$ cat config.mk
export PLATFORM = sky130hd
export DESIGN_NAME = lab_top
export DESIGN_NICKNAME = d
export VERILOG_FILES = /design/src/common/lab_pkg.sv /design/src/design/lab_top.sv /design/src/design/lab_tick.sv
export VERILOG_INCLUDE_DIRS = /design/src /design/src/common
export SDC_FILE = /design/constraint.sdc
export NUM_CORES = 1
export LEC_CHECK = 0
export BUFFER_PORTS_ARGS = -buffer_cell sky130_fd_sc_hd__buf_4
export CAP_MARGIN = 40
export CORE_ASPECT_RATIO = 2
export CORE_UTILIZATION = 55
export DETAILED_ROUTE_END_ITERATION = 12
export GPL_TIMING_DRIVEN = 0
export HOLD_SLACK_MARGIN = 0.05
export PLACE_DENSITY = 0.68
export SLEW_MARGIN = 20
export SYNTH_ARGS = -nofsm -noshare
export SYNTH_HDL_FRONTEND = slang
export SYNTH_HIERARCHICAL = 1
export SYNTH_SLANG_ARGS = --single-unit
$ cat constraint.sdc
create_clock -name sys_clk -period 4.99 [get_ports sys_clk]
set_input_delay 0.998 -clock sys_clk [delete_from_list [all_inputs] [get_ports sys_clk]]
set_output_delay 0.998 -clock sys_clk [all_outputs]
set_load 0.1 [all_outputs]
$ cat src/common/lab_map.svh
// Register offsets, field positions and reset values of the LIN serial port
`ifndef LAB_MAP_SVH
`define LAB_MAP_SVH
`define LAB_OFF_TX_CTRL 3'h0
`define LAB_OFF_RX_CTRL 3'h1
`define LAB_OFF_BAUD_CTRL 3'h2
`define LAB_OFF_DIV_LOW 3'h3
`define LAB_OFF_DIV_HIGH 3'h4
`define LAB_OFF_TX_DATA 3'h5
`define LAB_OFF_RX_DATA 3'h6
`define LAB_OFF_FLAGS 3'h7
`define LAB_TX_EN_BIT 5
`define LAB_SEND_BRK_BIT 3
`define LAB_HS_SEL_BIT 2
`define LAB_TX_EMPTY_BIT 1
`define LAB_PORT_EN_BIT 7
`define LAB_RX_EN_BIT 4
`define LAB_FRAME_ERR_BIT 2
`define LAB_RX_IDLE_BIT 6
`define LAB_WIDE_SEL_BIT 3
`define LAB_WAKE_EN_BIT 1
`define LAB_CAL_EN_BIT 0
`define LAB_RX_FLAG_BIT 0
`define LAB_TXBUF_EMPTY_BIT 1
`define LAB_DIV_RST 16'h0000
`define LAB_DATA_RST 8'h00
`define LAB_PRE_MASK_SLOW 6'h3f
`define LAB_PRE_MASK_MID 6'h0f
`define LAB_PRE_MASK_FAST 6'h03
`define LAB_CAL_DIV_LAST 3'h7
`define LAB_CAL_EDGES_LAST 3'h4
`define LAB_DATA_BITS_LAST 4'h7
`define LAB_BRK_BITS_LAST 4'hb
`endif

$ cat src/common/lab_pkg.sv
// Types shared by the LIN serial port
package lab_pkg;
  typedef struct packed {
    logic [2:0] addr;
    logic [7:0] wdata;
    logic wr;
    logic rd;
  } lab_bus_t;
  typedef enum logic [1:0] {RX_IDLE, RX_START, RX_DATA, RX_STOP} lab_rx_st_t;
  typedef enum logic [1:0] {TX_IDLE, TX_START, TX_DATA, TX_STOP} lab_tx_st_t;
  typedef enum logic [1:0] {AB_IDLE, AB_START, AB_COUNT} lab_ab_st_t;
endpackage : lab_pkg

$ cat src/design/lab_top.sv
// LIN serial port: auto-baud, wake on break, break send and receive
`timescale 1ns/1ps
`default_nettype none
`include "lab_map.svh"
module lab_top
  import lab_pkg::*;
(
  input wire logic sys_clk, // 20 MHz clock
  input wire logic srst, // Sync reset, active high
  input wire lab_bus_t bus_i, // Register request
  output logic [7:0] rdata, // Read data, cycle after rd
  input wire logic cpu_sleep, // Stops the base clock
  input wire logic rx_line, // Serial receive pin
  output logic tx_line, // Serial transmit pin
  output logic rx_flag, // Receive flag level
  output logic wake_event // One pulse per wake-up edge
);
  // ----------------------------------------------------------------------
  // Registers and pin sampling
  // ----------------------------------------------------------------------
  logic tx_en_q, send_break_q, hs_sel_q, port_en_q, rx_en_q;
  logic wide_sel_q, wake_en_q, cal_en_q, wake_seen_q;
  logic [15:0] div_q;
  logic [7:0] tx_buf_q, rx_data_q, rdata_q, rd_mux;
  logic tx_buf_full_q, frame_err_q, rx_flag_q, wake_event_q;
  logic rx_s1_q, rx_s2_q, rx_prev_q;
  logic base_tick, cal_tick, fall, rise;
  logic [15:0] eff_div;
  logic wr_tx_ctrl, wr_baud, wr_tx_data, rd_rx_data;
  lab_rx_st_t rx_st_q;
  lab_tx_st_t tx_st_q;
  lab_ab_st_t ab_st_q;
  logic [15:0] rx_cnt_q, tx_cnt_q;
  logic [3:0] rx_bits_q, tx_bits_q;
  logic [7:0] rx_shift_q, tx_shift_q;
  logic tx_brk_q, tx_out_q;
  logic [2:0] ab_edges_q;
  logic rx_run, rx_tick_end, tx_tick_end, tx_load, brk_done, ab_done;
  logic rx_done, wake_fall, wake_rise, ab_counting;

  assign wr_tx_ctrl = bus_i.wr && bus_i.addr == `LAB_OFF_TX_CTRL;
  assign wr_baud = bus_i.wr && bus_i.addr == `LAB_OFF_BAUD_CTRL;
  assign wr_tx_data = bus_i.wr && bus_i.addr == `LAB_OFF_TX_DATA;
  assign rd_rx_data = bus_i.rd && bus_i.addr == `LAB_OFF_RX_DATA;

  // Only the second stage and its delayed copy feed the edge logic
  always_ff @(posedge sys_clk) begin
    if (srst) begin
      rx_s1_q <= 1'b1;
      rx_s2_q <= 1'b1;
      rx_prev_q <= 1'b1;
    end else begin
      rx_s1_q <= rx_line;
      rx_s2_q <= rx_s1_q;
      rx_prev_q <= rx_s2_q;
    end
  end
  assign fall = rx_prev_q && !rx_s2_q;
  assign rise = !rx_prev_q && rx_s2_q;

  lab_tick u_tick (
    .sys_clk(sys_clk),
    .srst(srst),
    .run(!cpu_sleep),
    .wide_sel(wide_sel_q),
    .hs_sel(hs_sel_q),
    .base_tick(base_tick),
    .cal_tick(cal_tick)
  );

  // Narrow mode ignores the high byte for bit timing
  assign eff_div = wide_sel_q ? div_q : {8'h00, div_q[7:0]};

  // ----------------------------------------------------------------------
  // Control bits
  // ----------------------------------------------------------------------
  always_ff @(posedge sys_clk) begin
    if (srst) begin
      tx_en_q <= 1'b0;
      send_break_q <= 1'b0;
      hs_sel_q <= 1'b0;
    end else if (wr_tx_ctrl) begin
      tx_en_q <= bus_i.wdata[`LAB_TX_EN_BIT];
      send_break_q <= bus_i.wdata[`LAB_SEND_BRK_BIT];
      hs_sel_q <= bus_i.wdata[`LAB_HS_SEL_BIT];
    end else if (brk_done) begin
      send_break_q <= 1'b0;
    end
  end

  always_ff @(posedge sys_clk) begin
    if (srst) begin
      port_en_q <= 1'b0;
      rx_en_q <= 1'b0;
    end else if (bus_i.wr && bus_i.addr == `LAB_OFF_RX_CTRL) begin
      port_en_q <= bus_i.wdata[`LAB_PORT_EN_BIT];
      rx_en_q <= bus_i.wdata[`LAB_RX_EN_BIT];
    end
  end

  always_ff @(posedge sys_clk) begin
    if (srst) begin
      wide_sel_q <= 1'b0;
      cal_en_q <= 1'b0;
    end else if (wr_baud) begin
      wide_sel_q <= bus_i.wdata[`LAB_WIDE_SEL_BIT];
      cal_en_q <= bus_i.wdata[`LAB_CAL_EN_BIT];
    end else if (ab_done) begin
      cal_en_q <= 1'b0;
    end
  end

  // ----------------------------------------------------------------------
  // Wake on break
  // ----------------------------------------------------------------------
  assign wake_fall = wake_en_q && !wake_seen_q && fall;
  assign wake_rise = wake_en_q && wake_seen_q && rise;

  always_ff @(posedge sys_clk) begin
    if (srst) begin
      wake_en_q <= 1'b0;
      wake_seen_q <= 1'b0;
    end else if (wr_baud) begin
      wake_en_q <= bus_i.wdata[`LAB_WAKE_EN_BIT];
      wake_seen_q <= 1'b0;
    end else if (wake_fall) begin
      wake_seen_q <= 1'b1;
    end else if (wake_rise) begin
      wake_en_q <= 1'b0;
      wake_seen_q <= 1'b0;
    end
  end

  always_ff @(posedge sys_clk) begin
    if (srst) begin
      wake_event_q <= 1'b0;
    end else begin
      wake_event_q <= wake_fall;
    end
  end

  // ----------------------------------------------------------------------
  // Auto-baud measurement
  // ----------------------------------------------------------------------
  // Calibration waits for the break to end when wake is also armed
  assign ab_counting = ab_st_q == AB_COUNT;
  assign ab_done = ab_counting && rise &&
                   ab_edges_q == `LAB_CAL_EDGES_LAST;

  always_ff @(posedge sys_clk) begin
    if (srst || !cal_en_q) begin
      ab_st_q <= AB_IDLE;
      ab_edges_q <= 3'h0;
    end else begin
      unique case (ab_st_q)
        AB_IDLE: begin
          if (!wake_en_q && fall) begin
            ab_st_q <= AB_START;
          end
        end
        AB_START: begin
          if (rise) begin
            ab_st_q <= AB_COUNT;
            ab_edges_q <= 3'h1;
          end
        end
        AB_COUNT: begin
          if (ab_done) begin
            ab_st_q <= AB_IDLE;
          end else if (rise) begin
            ab_edges_q <= ab_edges_q + 3'h1;
          end
        end
      endcase
    end
  end

  // Divisor doubles as the counter; software writes lose during a count
  always_ff @(posedge sys_clk) begin
    if (srst) begin
      div_q <= `LAB_DIV_RST;
    end else if (ab_st_q == AB_START && rise) begin
      div_q <= 16'h0000;
    end else if (ab_counting) begin
      if (cal_tick) begin
        div_q <= div_q + 16'h0001;
      end
    end else if (bus_i.wr && bus_i.addr == `LAB_OFF_DIV_LOW) begin
      div_q[7:0] <= bus_i.wdata;
    end else if (bus_i.wr && bus_i.addr == `LAB_OFF_DIV_HIGH) begin
      div_q[15:8] <= bus_i.wdata;
    end
  end

  // ----------------------------------------------------------------------
  // Receiver
  // ----------------------------------------------------------------------
  assign rx_run = port_en_q && rx_en_q && !cal_en_q && !wake_en_q;
  assign rx_tick_end = base_tick && rx_cnt_q == 16'h0000;
  assign rx_done = rx_st_q == RX_STOP && rx_tick_end;

  always_ff @(posedge sys_clk) begin
    if (srst || !rx_run) begin
      rx_st_q <= RX_IDLE;
      rx_cnt_q <= 16'h0000;
      rx_bits_q <= 4'h0;
      rx_shift_q <= `LAB_DATA_RST;
    end else begin
      if (rx_st_q == RX_IDLE) begin
        rx_cnt_q <= {1'b0, eff_div[15:1]};
      end else if (rx_tick_end) begin
        rx_cnt_q <= eff_div;
      end else if (base_tick) begin
        rx_cnt_q <= rx_cnt_q - 16'h0001;
      end
      unique case (rx_st_q)
        RX_IDLE: begin
          if (fall) begin
            rx_st_q <= RX_START;
          end
        end
        RX_START: begin
          if (rx_tick_end) begin
            rx_st_q <= rx_s2_q ? RX_IDLE : RX_DATA;
            rx_bits_q <= 4'h0;
          end
        end
        RX_DATA: begin
          if (rx_tick_end) begin
            rx_shift_q <= {rx_s2_q, rx_shift_q[7:1]};
            rx_bits_q <= rx_bits_q + 4'h1;
            if (rx_bits_q == `LAB_DATA_BITS_LAST) begin
              rx_st_q <= RX_STOP;
            end
          end
        end
        RX_STOP: begin
          if (rx_tick_end) begin
            rx_st_q <= RX_IDLE;
          end
        end
      endcase
    end
  end

  // A break reads back as 00h with framing_error set
  always_ff @(posedge sys_clk) begin
    if (srst) begin
      rx_data_q <= `LAB_DATA_RST;
      frame_err_q <= 1'b0;
    end else if (rx_done) begin
      rx_data_q <= rx_shift_q;
      frame_err_q <= !rx_s2_q;
    end
  end

  // Set beats a clear by a read in the same cycle
  always_ff @(posedge sys_clk) begin
    if (srst) begin
      rx_flag_q <= 1'b0;
    end else if (rx_done || wake_fall || ab_done) begin
      rx_flag_q <= 1'b1;
    end else if (rd_rx_data) begin
      rx_flag_q <= 1'b0;
    end
  end

  // ----------------------------------------------------------------------
  // Transmitter
  // ----------------------------------------------------------------------
  assign tx_tick_end = base_tick && tx_cnt_q == 16'h0000;
  assign tx_load = tx_st_q == TX_IDLE && tx_en_q && tx_buf_full_q;
  assign brk_done = tx_st_q == TX_STOP && tx_tick_end && tx_brk_q;

  always_ff @(posedge sys_clk) begin
    if (srst) begin
      tx_buf_q <= `LAB_DATA_RST;
      tx_buf_full_q <= 1'b0;
    end else if (wr_tx_data) begin
      tx_buf_q <= bus_i.wdata;
      tx_buf_full_q <= 1'b1;
    end else if (tx_load) begin
      tx_buf_full_q <= 1'b0;
    end
  end

  always_ff @(posedge sys_clk) begin
    if (srst) begin
      tx_st_q <= TX_IDLE;
      tx_cnt_q <= 16'h0000;
      tx_bits_q <= 4'h0;
      tx_shift_q <= `LAB_DATA_RST;
      tx_brk_q <= 1'b0;
      tx_out_q <= 1'b1;
    end else begin
      if (tx_load || tx_tick_end) begin
        tx_cnt_q <= eff_div;
      end else if (base_tick) begin
        tx_cnt_q <= tx_cnt_q - 16'h0001;
      end
      unique case (tx_st_q)
        TX_IDLE: begin
          if (tx_load) begin
            tx_st_q <= TX_START;
            tx_brk_q <= send_break_q;
            tx_shift_q <= send_break_q ? 8'h00 : tx_buf_q;
            tx_out_q <= 1'b0;
          end
        end
        TX_START: begin
          if (tx_tick_end) begin
            tx_st_q <= TX_DATA;
            tx_bits_q <= 4'h0;
            tx_out_q <= tx_shift_q[0];
          end
        end
        TX_DATA: begin
          if (tx_tick_end) begin
            tx_bits_q <= tx_bits_q + 4'h1;
            tx_shift_q <= {1'b0, tx_shift_q[7:1]};
            if (tx_bits_q == (tx_brk_q ? `LAB_BRK_BITS_LAST
                                       : `LAB_DATA_BITS_LAST)) begin
              tx_st_q <= TX_STOP;
              tx_out_q <= 1'b1;
            end else begin
              tx_out_q <= tx_shift_q[1];
            end
          end
        end
        TX_STOP: begin
          if (tx_tick_end) begin
            tx_st_q <= TX_IDLE;
            tx_brk_q <= 1'b0;
          end
        end
      endcase
    end
  end

  // ----------------------------------------------------------------------
  // Read path
  // ----------------------------------------------------------------------
  always_comb begin
    rd_mux = 8'h00;
    unique case (bus_i.addr)
      `LAB_OFF_TX_CTRL: begin
        rd_mux[`LAB_TX_EN_BIT] = tx_en_q;
        rd_mux[`LAB_SEND_BRK_BIT] = send_break_q;
        rd_mux[`LAB_HS_SEL_BIT] = hs_sel_q;
        rd_mux[`LAB_TX_EMPTY_BIT] = tx_st_q == TX_IDLE;
      end
      `LAB_OFF_RX_CTRL: begin
        rd_mux[`LAB_PORT_EN_BIT] = port_en_q;
        rd_mux[`LAB_RX_EN_BIT] = rx_en_q;
        rd_mux[`LAB_FRAME_ERR_BIT] = frame_err_q;
      end
      `LAB_OFF_BAUD_CTRL: begin
        rd_mux[`LAB_RX_IDLE_BIT] = rx_st_q == RX_IDLE;
        rd_mux[`LAB_WIDE_SEL_BIT] = wide_sel_q;
        rd_mux[`LAB_WAKE_EN_BIT] = wake_en_q;
        rd_mux[`LAB_CAL_EN_BIT] = cal_en_q;
      end
      `LAB_OFF_DIV_LOW: rd_mux = div_q[7:0];
      `LAB_OFF_DIV_HIGH: rd_mux = div_q[15:8];
      `LAB_OFF_TX_DATA: rd_mux = 8'h00;
      `LAB_OFF_RX_DATA: rd_mux = rx_data_q;
      `LAB_OFF_FLAGS: begin
        rd_mux[`LAB_RX_FLAG_BIT] = rx_flag_q;
        rd_mux[`LAB_TXBUF_EMPTY_BIT] = !tx_buf_full_q;
      end
    endcase
  end

  always_ff @(posedge sys_clk) begin
    if (srst) begin
      rdata_q <= 8'h00;
    end else if (bus_i.rd) begin
      rdata_q <= rd_mux;
    end
  end

  assign rdata = rdata_q;
  assign rx_flag = rx_flag_q;
  assign wake_event = wake_event_q;
  assign tx_line = tx_out_q;
endmodule : lab_top
`default_nettype wire

$ cat src/design/lab_tick.sv
// Base clock prescaler and calibration clock divider
`timescale 1ns/1ps
`default_nettype none
`include "lab_map.svh"
module lab_tick
  import lab_pkg::*;
(
  input wire logic sys_clk, // 20 MHz clock
  input wire logic srst, // Sync reset
  input wire logic run, // Low stops ticks in sleep
  input wire logic wide_sel, // wide_divisor_sel
  input wire logic hs_sel, // high_speed_sel
  output logic base_tick, // Base clock pulse
  output logic cal_tick // Calibration clock pulse
);
  logic [5:0] pre_q;
  logic [2:0] cal_q;
  logic [5:0] mask;

  always_comb begin
    unique case ({wide_sel, hs_sel})
      2'b00: mask = `LAB_PRE_MASK_SLOW;
      2'b11: mask = `LAB_PRE_MASK_FAST;
      default: mask = `LAB_PRE_MASK_MID;
    endcase
  end

  assign base_tick = run && ((pre_q & mask) == mask);
  assign cal_tick = base_tick && (cal_q == `LAB_CAL_DIV_LAST);

  always_ff @(posedge sys_clk) begin
    if (srst) begin
      pre_q <= 6'h00;
    end else if (run) begin
      pre_q <= pre_q + 6'h01;
    end
  end

  always_ff @(posedge sys_clk) begin
    if (srst) begin
      cal_q <= 3'h0;
    end else if (base_tick) begin
      cal_q <= cal_q + 3'h1;
    end
  end
endmodule : lab_tick
`default_nettype wire

==> out/metrics.cfg, run 1 <==
[power]
switchingPower_uw=683
powerDensity_nw_per_um2=307
power_frac_comb_pct=9.3
switching_share_pct=27.4
p_seq_share_pct=43.8
finalPower_mw=2.49
p_int_mw=1.81
p_leak_nw=3.03
clockPowerShare_pct=46.9
vdd_ir_drop_max_mv=0.273

[die]
dieWidth_um=82.8
core.rowCount=58
start_util_pct=56.9
dieHeight_um=164
ioPinCount=28
dieArea_um2=13600
core_um2=12600

[sta]
finalHoldViolations=0
final.setup.tns_ps=0
fin_crit_sh_pct=74.9
setup_viol=0
slew_viol_final=0
fin_crit_ps=3740
fmaxAchievable_mhz=268
tightest_slew_ps=860
rsz0062_at_grt=no
holdWs_ps=409
slew-limit-headroom_pct=42.3
fin_worst_skew_ps=11.9

[logic_synthesis]
synth_mux_area_share_pct=6.11
synth-xor-area-share_pct=3.17
ys_warn_count=6
synthSimpleGateAreaFrac_pct=24.6
synth_ff_type=dfxtp_1
synth_compound_area_share_pct=21.4
synth_nets=923
synth_async_sr_flop_share_pct=0
synthesis.area_um2=7180
synth_edf_count=0
synth_cells=885
syn_area_per_cell_um2=8.12
yosysSeqAreaShare_pct=36.8
synth_cell_types=72
synth_seq_cells=132
synth_top_family_by_area=simple AND/OR/NAND/NOR gates
synthAdderAreaFrac_pct=3.66

[clock_tree]
cts_made_buffers=17
clock_latency_ps=430
cts-root-buf=clkbuf_16
cts_tree=built
hold_buffers=0
cts_setup_buffers=0
clock-sinks=132
clk_path_buf_depth=2
clkSlewWorstSetupHoldPaths_ps=60
h-tree-depth=4
post_cts_resized=0

[worst_setup_path]
cp_max_fo=12
r2r_slack_ps=1500
critPathRequiredTime_ps=5320
critPathLaunchType=input pin
path_cells=buf_4 -> inv_1 -> buf_4 -> nand2_1 -> nor3_4 -> nor4b_2 -> nand3_1 -> o21ai_1 -> clkbuf_1 -> nor2_1 -> a211oi_1
end_kind=flop
worstSetupPathType=in2reg
slowest_delay_ps=580
crit_arrival_ps=4070
critical_path.most_common_cell=buf_4
crit_slowest_cell=nor3_4

[job]
max_cap_violations=0

[grt]
antenna_found_initial=0
grtUsageTotal_pct=34.9
grt_pass1_wl_mm=37.0
grt_overflow=0
first_global_vias=7213
grt_max_degree=17

[detailed_routing]
first_pass_iters=6
drc_errors=0
first_iter_violations=593
wl_per_cell_um=21.3
ant_nets=0
viasPerCell=6.57
vias=7192
wl_mm=23.3

[place]
gp_congestion=0.990
portBuffers=26
place_hpwl_mm=17.4

[finish]
drive_gt1_share_pct=8.90
fill_cells=1139
layout_common_cells=dfxtp_1 (132), nor2_1 (90), a21oi_1 (79)
synthToLayoutAreaGrowth_pct=13.2
multi_input_area_um2=4250
regArea_um2=2640
layout.nets=969
num_antenna_cells=0
layout_commonest_cell=dfxtp_1

[hold_path]
worst_hold_path_type=reg2reg

[run_status]
status=finished, final reports clean

==> state kept, by name, indices dropped and copies added (netlist names), 2 cells and up, named ones only <==
signal,count
ab_edges_q,3
ab_st_q,2
div_q,16
rdata,8
rx_bits_q,4
rx_cnt_q,16
rx_data_q,8
rx_shift_q,8
tx_bits_q,4
tx_buf_q,8
tx_cnt_q,16
tx_shift_q,8
tx_st_q,2
u_tick/cal_q,3
u_tick/pre_q,6
==> layout make-up <==
| cell class | instances | share of cell area (%) |
|---|---|---|
| well taps | 150 | 2.31 |
| multi-input cells | 674 | 52.2 |
| clock inverters | 13 | 1.22 |
| inverters | 22 | 1.02 |
| repair buffers | 27 | 2.46 |
| clock buffers | 19 | 5.57 |
| plain buffers | 57 | 2.77 |
| flip-flops and latches | 132 | 32.5 |
==> final timing paths <==
| kind | endpoint | cells past startpoint | startpoint |
|---|---|---|---|
| setup / recovery | tx_shift_q[5] | 11 | cpu_sleep |
| hold / removal | rx_s2_q | 1 | rx_s1_q |
| setup reg to reg | tx_shift_q[5] | 9 | u_tick/pre_q[0] |
| hold reg to reg | rx_s2_q | 1 | rx_s1_q |
==> through the flow <==
step	std cells	setup WS, ps	cell area (um2)	utilization (%)
2_1_floorplan	885	1690	7180	-
3_3_place_gp	1061	917	7570	59.9
3_5_place_dp	1062	777	7580	60.1
4_1_cts	1094	1210	8140	64.4
5_1_grt	1094	856	8140	64.4
6_report	1094	1250	8140	64.4
==> cell families (layout without fill, tap and decap cells) <==
group / after synthesis / count (layout)
mux: 42 / 42
flops: 132 / 132
fa+ha+maj: 21 / 21
simple gates: 342 / 342
buf+inv: 79 / 138
xor+xnor: 26 / 26
compound gates: 243 / 243
==> per-layer routing <==
layer  part of all wire, %  track usage (%)  routed length (um)  up-vias
met4                   8.7             29.7                2040        0
met3                   5.1             5.15                1200      136
met5                     0                0                   0        -
met1                    35             35.0                8190     3373
li1                      -                -                   -     3334
met2                    51             62.6               11900      349
==> synth_stat cells, drive strengths merged (10+ instances only) <==
cell	number	area, um2
o21ai	47	235
nand2b	19	119
nor4	12	90.1
ha	21	263
inv	21	78.8
o31ai	10	75.1
a31oi	16	100
nor2b	11	68.8
and3	16	100
nand2	75	284
dfxtp	132	2640
xor2	13	114
xnor2	13	114
nor2	90	338
a21oi	79	395
clkbuf	49	184
mux2i	39	390
nand3	30	150
a211oi	34	255
nor3	28	151
==> critical path: cells and delay by family <==
family                 cells  cell delay, ps
AO/OA/AOI/OAI              2             720
buffers and inverters      4             690
AND/OR/NAND/NOR            5            1620
==> power by group through the flow <==
stage,logic [mW],registers [mW],clock network (mW)
detailed placement,0.227,1.11,0
global route,0.247,1.09,1.22
CTS,0.229,1.09,1.17
floorplan,0.116,1.15,0
finish,0.232,1.09,1.17
global placement,0.223,1.11,0
Note: power is estimated with default switching activity, not from simulation.
==> run 2, diff against run 1 <==
Settings changed: ABC_AREA from default to 1, PLACE_DENSITY 0.68 to 0.71.
Clock period 4.99 ns to 3.1 ns, I/O delays scaled along.
==> out/metrics.cfg, run 2 <==
[logic_synthesis]
synthTopCellsByArea=dfxtp_1 (35%), nand2_1 (13%), o21ai_0 (7.6%), inv_1 (7.6%), a21oi_1 (7.2%)
synth_most_common_cell=nand2_1
synthesis.area_um2=7480
synth_area_leader_cell=dfxtp_1
netlist_top_cells_count=nand2_1 (256), inv_1 (152), dfxtp_1 (132)
synth_cell_types=47
synth_cells=1138
synth_ff_type=dfxtp_1
synth_seq_cells=132
syn_area_per_cell_um2=6.57
synth_top_area_share_pct=35.3
synth_async_sr_flop_share_pct=0
synth_edf_count=0
synth_nets=1176
yosysSeqAreaShare_pct=35.3
ys_warn_count=6

[die]
dieHeight_um=167
dieWidth_um=84.5
start_util_pct=56.0
dieArea_um2=14100
core.rowCount=60
core_um2=13400
ioPinCount=28

[detailed_routing]
ant_nets=0
viasPerCell=5.65
wl_per_cell_um=16.6
drc_errors=0
wl_mm=22.4
first_iter_violations=520
first_pass_iters=5
vias=7644

[place]
gp_congestion=0.957
portBuffers=27
place_hpwl_mm=16.9
dp_slack_ps=245

[finish]
num_antenna_cells=0
synthToLayoutAreaGrowth_pct=13.0
final_util_pct=63.2
drive_gt1_share_pct=9.18
reg_top3=div_q: 16 flops, rx_cnt_q: 16 flops, tx_cnt_q: 16 flops
layout_commonest_cell=nand2_1
layout_common_cells=nand2_1 (256), inv_1 (152), dfxtp_1 (132)
fill_cells=1320
layout.nets=1223

[worst_setup_path]
end_kind=flop
critical_path.most_common_cell=nand2_2
critical_path.top_delay_family=buffers and inverters
cp_max_fo=10
slowest_delay_ps=380
reg2reg_depth=15
worstSetupPathType=reg2reg
path_buf_inv=6
crit_slowest_cell=dfxtp_1
crit_arrival_ps=2750
path_cells=ha_1 -> nand2_2 -> clkinv_2 -> nand3_4 -> inv_1 -> buf_2 -> nand4_1 -> nor2_2 -> nand2_2 -> buf_6 -> inv_2 -> buf_4 -> nand2_1 -> nand3_1 -> a21oi_1
regToRegStartpoint=u_tick/pre_q[0]
critPathRequiredTime_ps=3390
r2r_slack_ps=640
worst_r2r_endpoint=rx_cnt_q[7]
critPathLaunchType=flop

[hold_path]
min_from=rx_line
whs_path_depth=2
worst_hold_path_type=in2reg
min_to=rx_s1_q

[sta]
slew_viol_final=0
final.setup.tns_ps=0
setup_viol=0
layout_setup_ws_ps=636
slew-limit-headroom_pct=48.2
fin_worst_skew_ps=12.8
rsz0062_at_grt=no
fin_crit_ps=2460
finalHoldViolations=0
fin_crit_sh_pct=79.5
fmaxAchievable_mhz=406
tightest_slew_ps=777

[grt]
grt_pass1_wl_mm=35.6
grtUsageTotal_pct=32.5
first_global_vias=7281
grt_overflow=0
antenna_found_initial=0
grt_max_degree=17

[clock_tree]
cts_tree=built
clk_path_buf_depth=2
clock-sinks=132
post_cts_resized=0
h-tree-depth=4
cts-root-buf=clkbuf_16
hold_buffers=0
cts_made_buffers=17
cts_setup_buffers=0
clkSlewWorstSetupHoldPaths_ps=60
clock_latency_ps=430

[run_status]
status=finished, final reports clean

[job]
max_cap_violations=0

[power]
p_leak_nw=3.67
powerDensity_nw_per_um2=519
vdd_ir_drop_max_mv=0.410

==> run 2: cell types whose count changed in the layout (fill, tap and decap cells not counted), moves of 11 or more <==
| cell | before | now |
|---|---|---|
| and3_1 | 16 | 1 |
| nor2b_1 | 11 | 0 |
| a211oi_1 | 34 | 2 |
| nand3_1 | 30 | 70 |
| a21oi_1 | 79 | 108 |
| nand2_1 | 74 | 256 |
| nand2b_1 | 19 | 0 |
| nor2_1 | 90 | 124 |
| clkbuf_1 | 49 | 19 |
| o21ai_0 | 46 | 114 |
| mux2i_1 | 39 | 0 |
| inv_1 | 21 | 152 |
==> run 2: worst max path at each step <==
| stage | startpoint | to | slack [ps] | depth (start not counted) |
|---|---|---|---|---|
| after floorplan | cpu_sleep | tx_shift_q[6] | 920 | 14 |
| after global placement | cpu_sleep | tx_bits_q[2] | 200 | 14 |
| after detailed placement | cpu_sleep | tx_bits_q[2] | 240 | 14 |
| after CTS | u_tick/pre_q[0] | tx_bits_q[3] | 590 | 13 |
| after global routing | u_tick/pre_q[0] | tx_bits_q[3] | 450 | 13 |
| final | u_tick/pre_q[0] | rx_cnt_q[7] | 640 | 15 |
==> run 2: routing by layer <==
| layer | global-route usage [%] | share of wire [%] | vias to the layer above |
|---|---|---|---|
| li1 | - | - | 3799 |
| met1 | 34.3 | 38 | 3475 |
| met2 | 57.7 | 50 | 276 |
| met3 | 4.81 | 4.3 | 94 |
| met4 | 23.7 | 7.6 | 0 |
| met5 | 0 | 0 | - |
==> run 2: layout make-up <==
type	count	area, um2	area share, %
multi-input combinational	817	4070	48.2
sequential	132	2640	31.3
inverter	156	587	6.94
clock buffer	19	443	5.24
timing repair buffer	28	210	2.49
tap	155	194	2.29
buffer	33	179	2.12
clock inverter	13	123	1.45
==> run 2: logic make-up after synthesis <==
| group | synth area share (%) |
|---|---|
| buf+inv | 10.2 |
| simple gates | 30.4 |
| xor+xnor | 2.22 |
| fa+ha+maj | 3.51 |
| flops | 35.3 |
| compound gates | 18.3 |
==> run 2: metrics by stage <==
step                instances  power [mW]  hold WS, ps  cell area [um2]
finish                   1353        4.38          378             8450
global route             1353        4.53          383             8450
CTS                      1353        4.38          379             8450
detailed placement       1321        2.46          399             7890
global placement         1320        2.45          394             7880
floorplan                1138        2.29          389             7480
==> run 2: report_power, final <==
| group | total [mW] | internal [mW] | switching, mW |
|---|---|---|---|
| Sequential | 1.82 | 1.77 | 0.0433 |
| Clock | 1.96 | 1.13 | 0.827 |
| Combinational | 0.607 | 0.182 | 0.425 |
| Total | 4.38 | 3.09 | 1.29 |
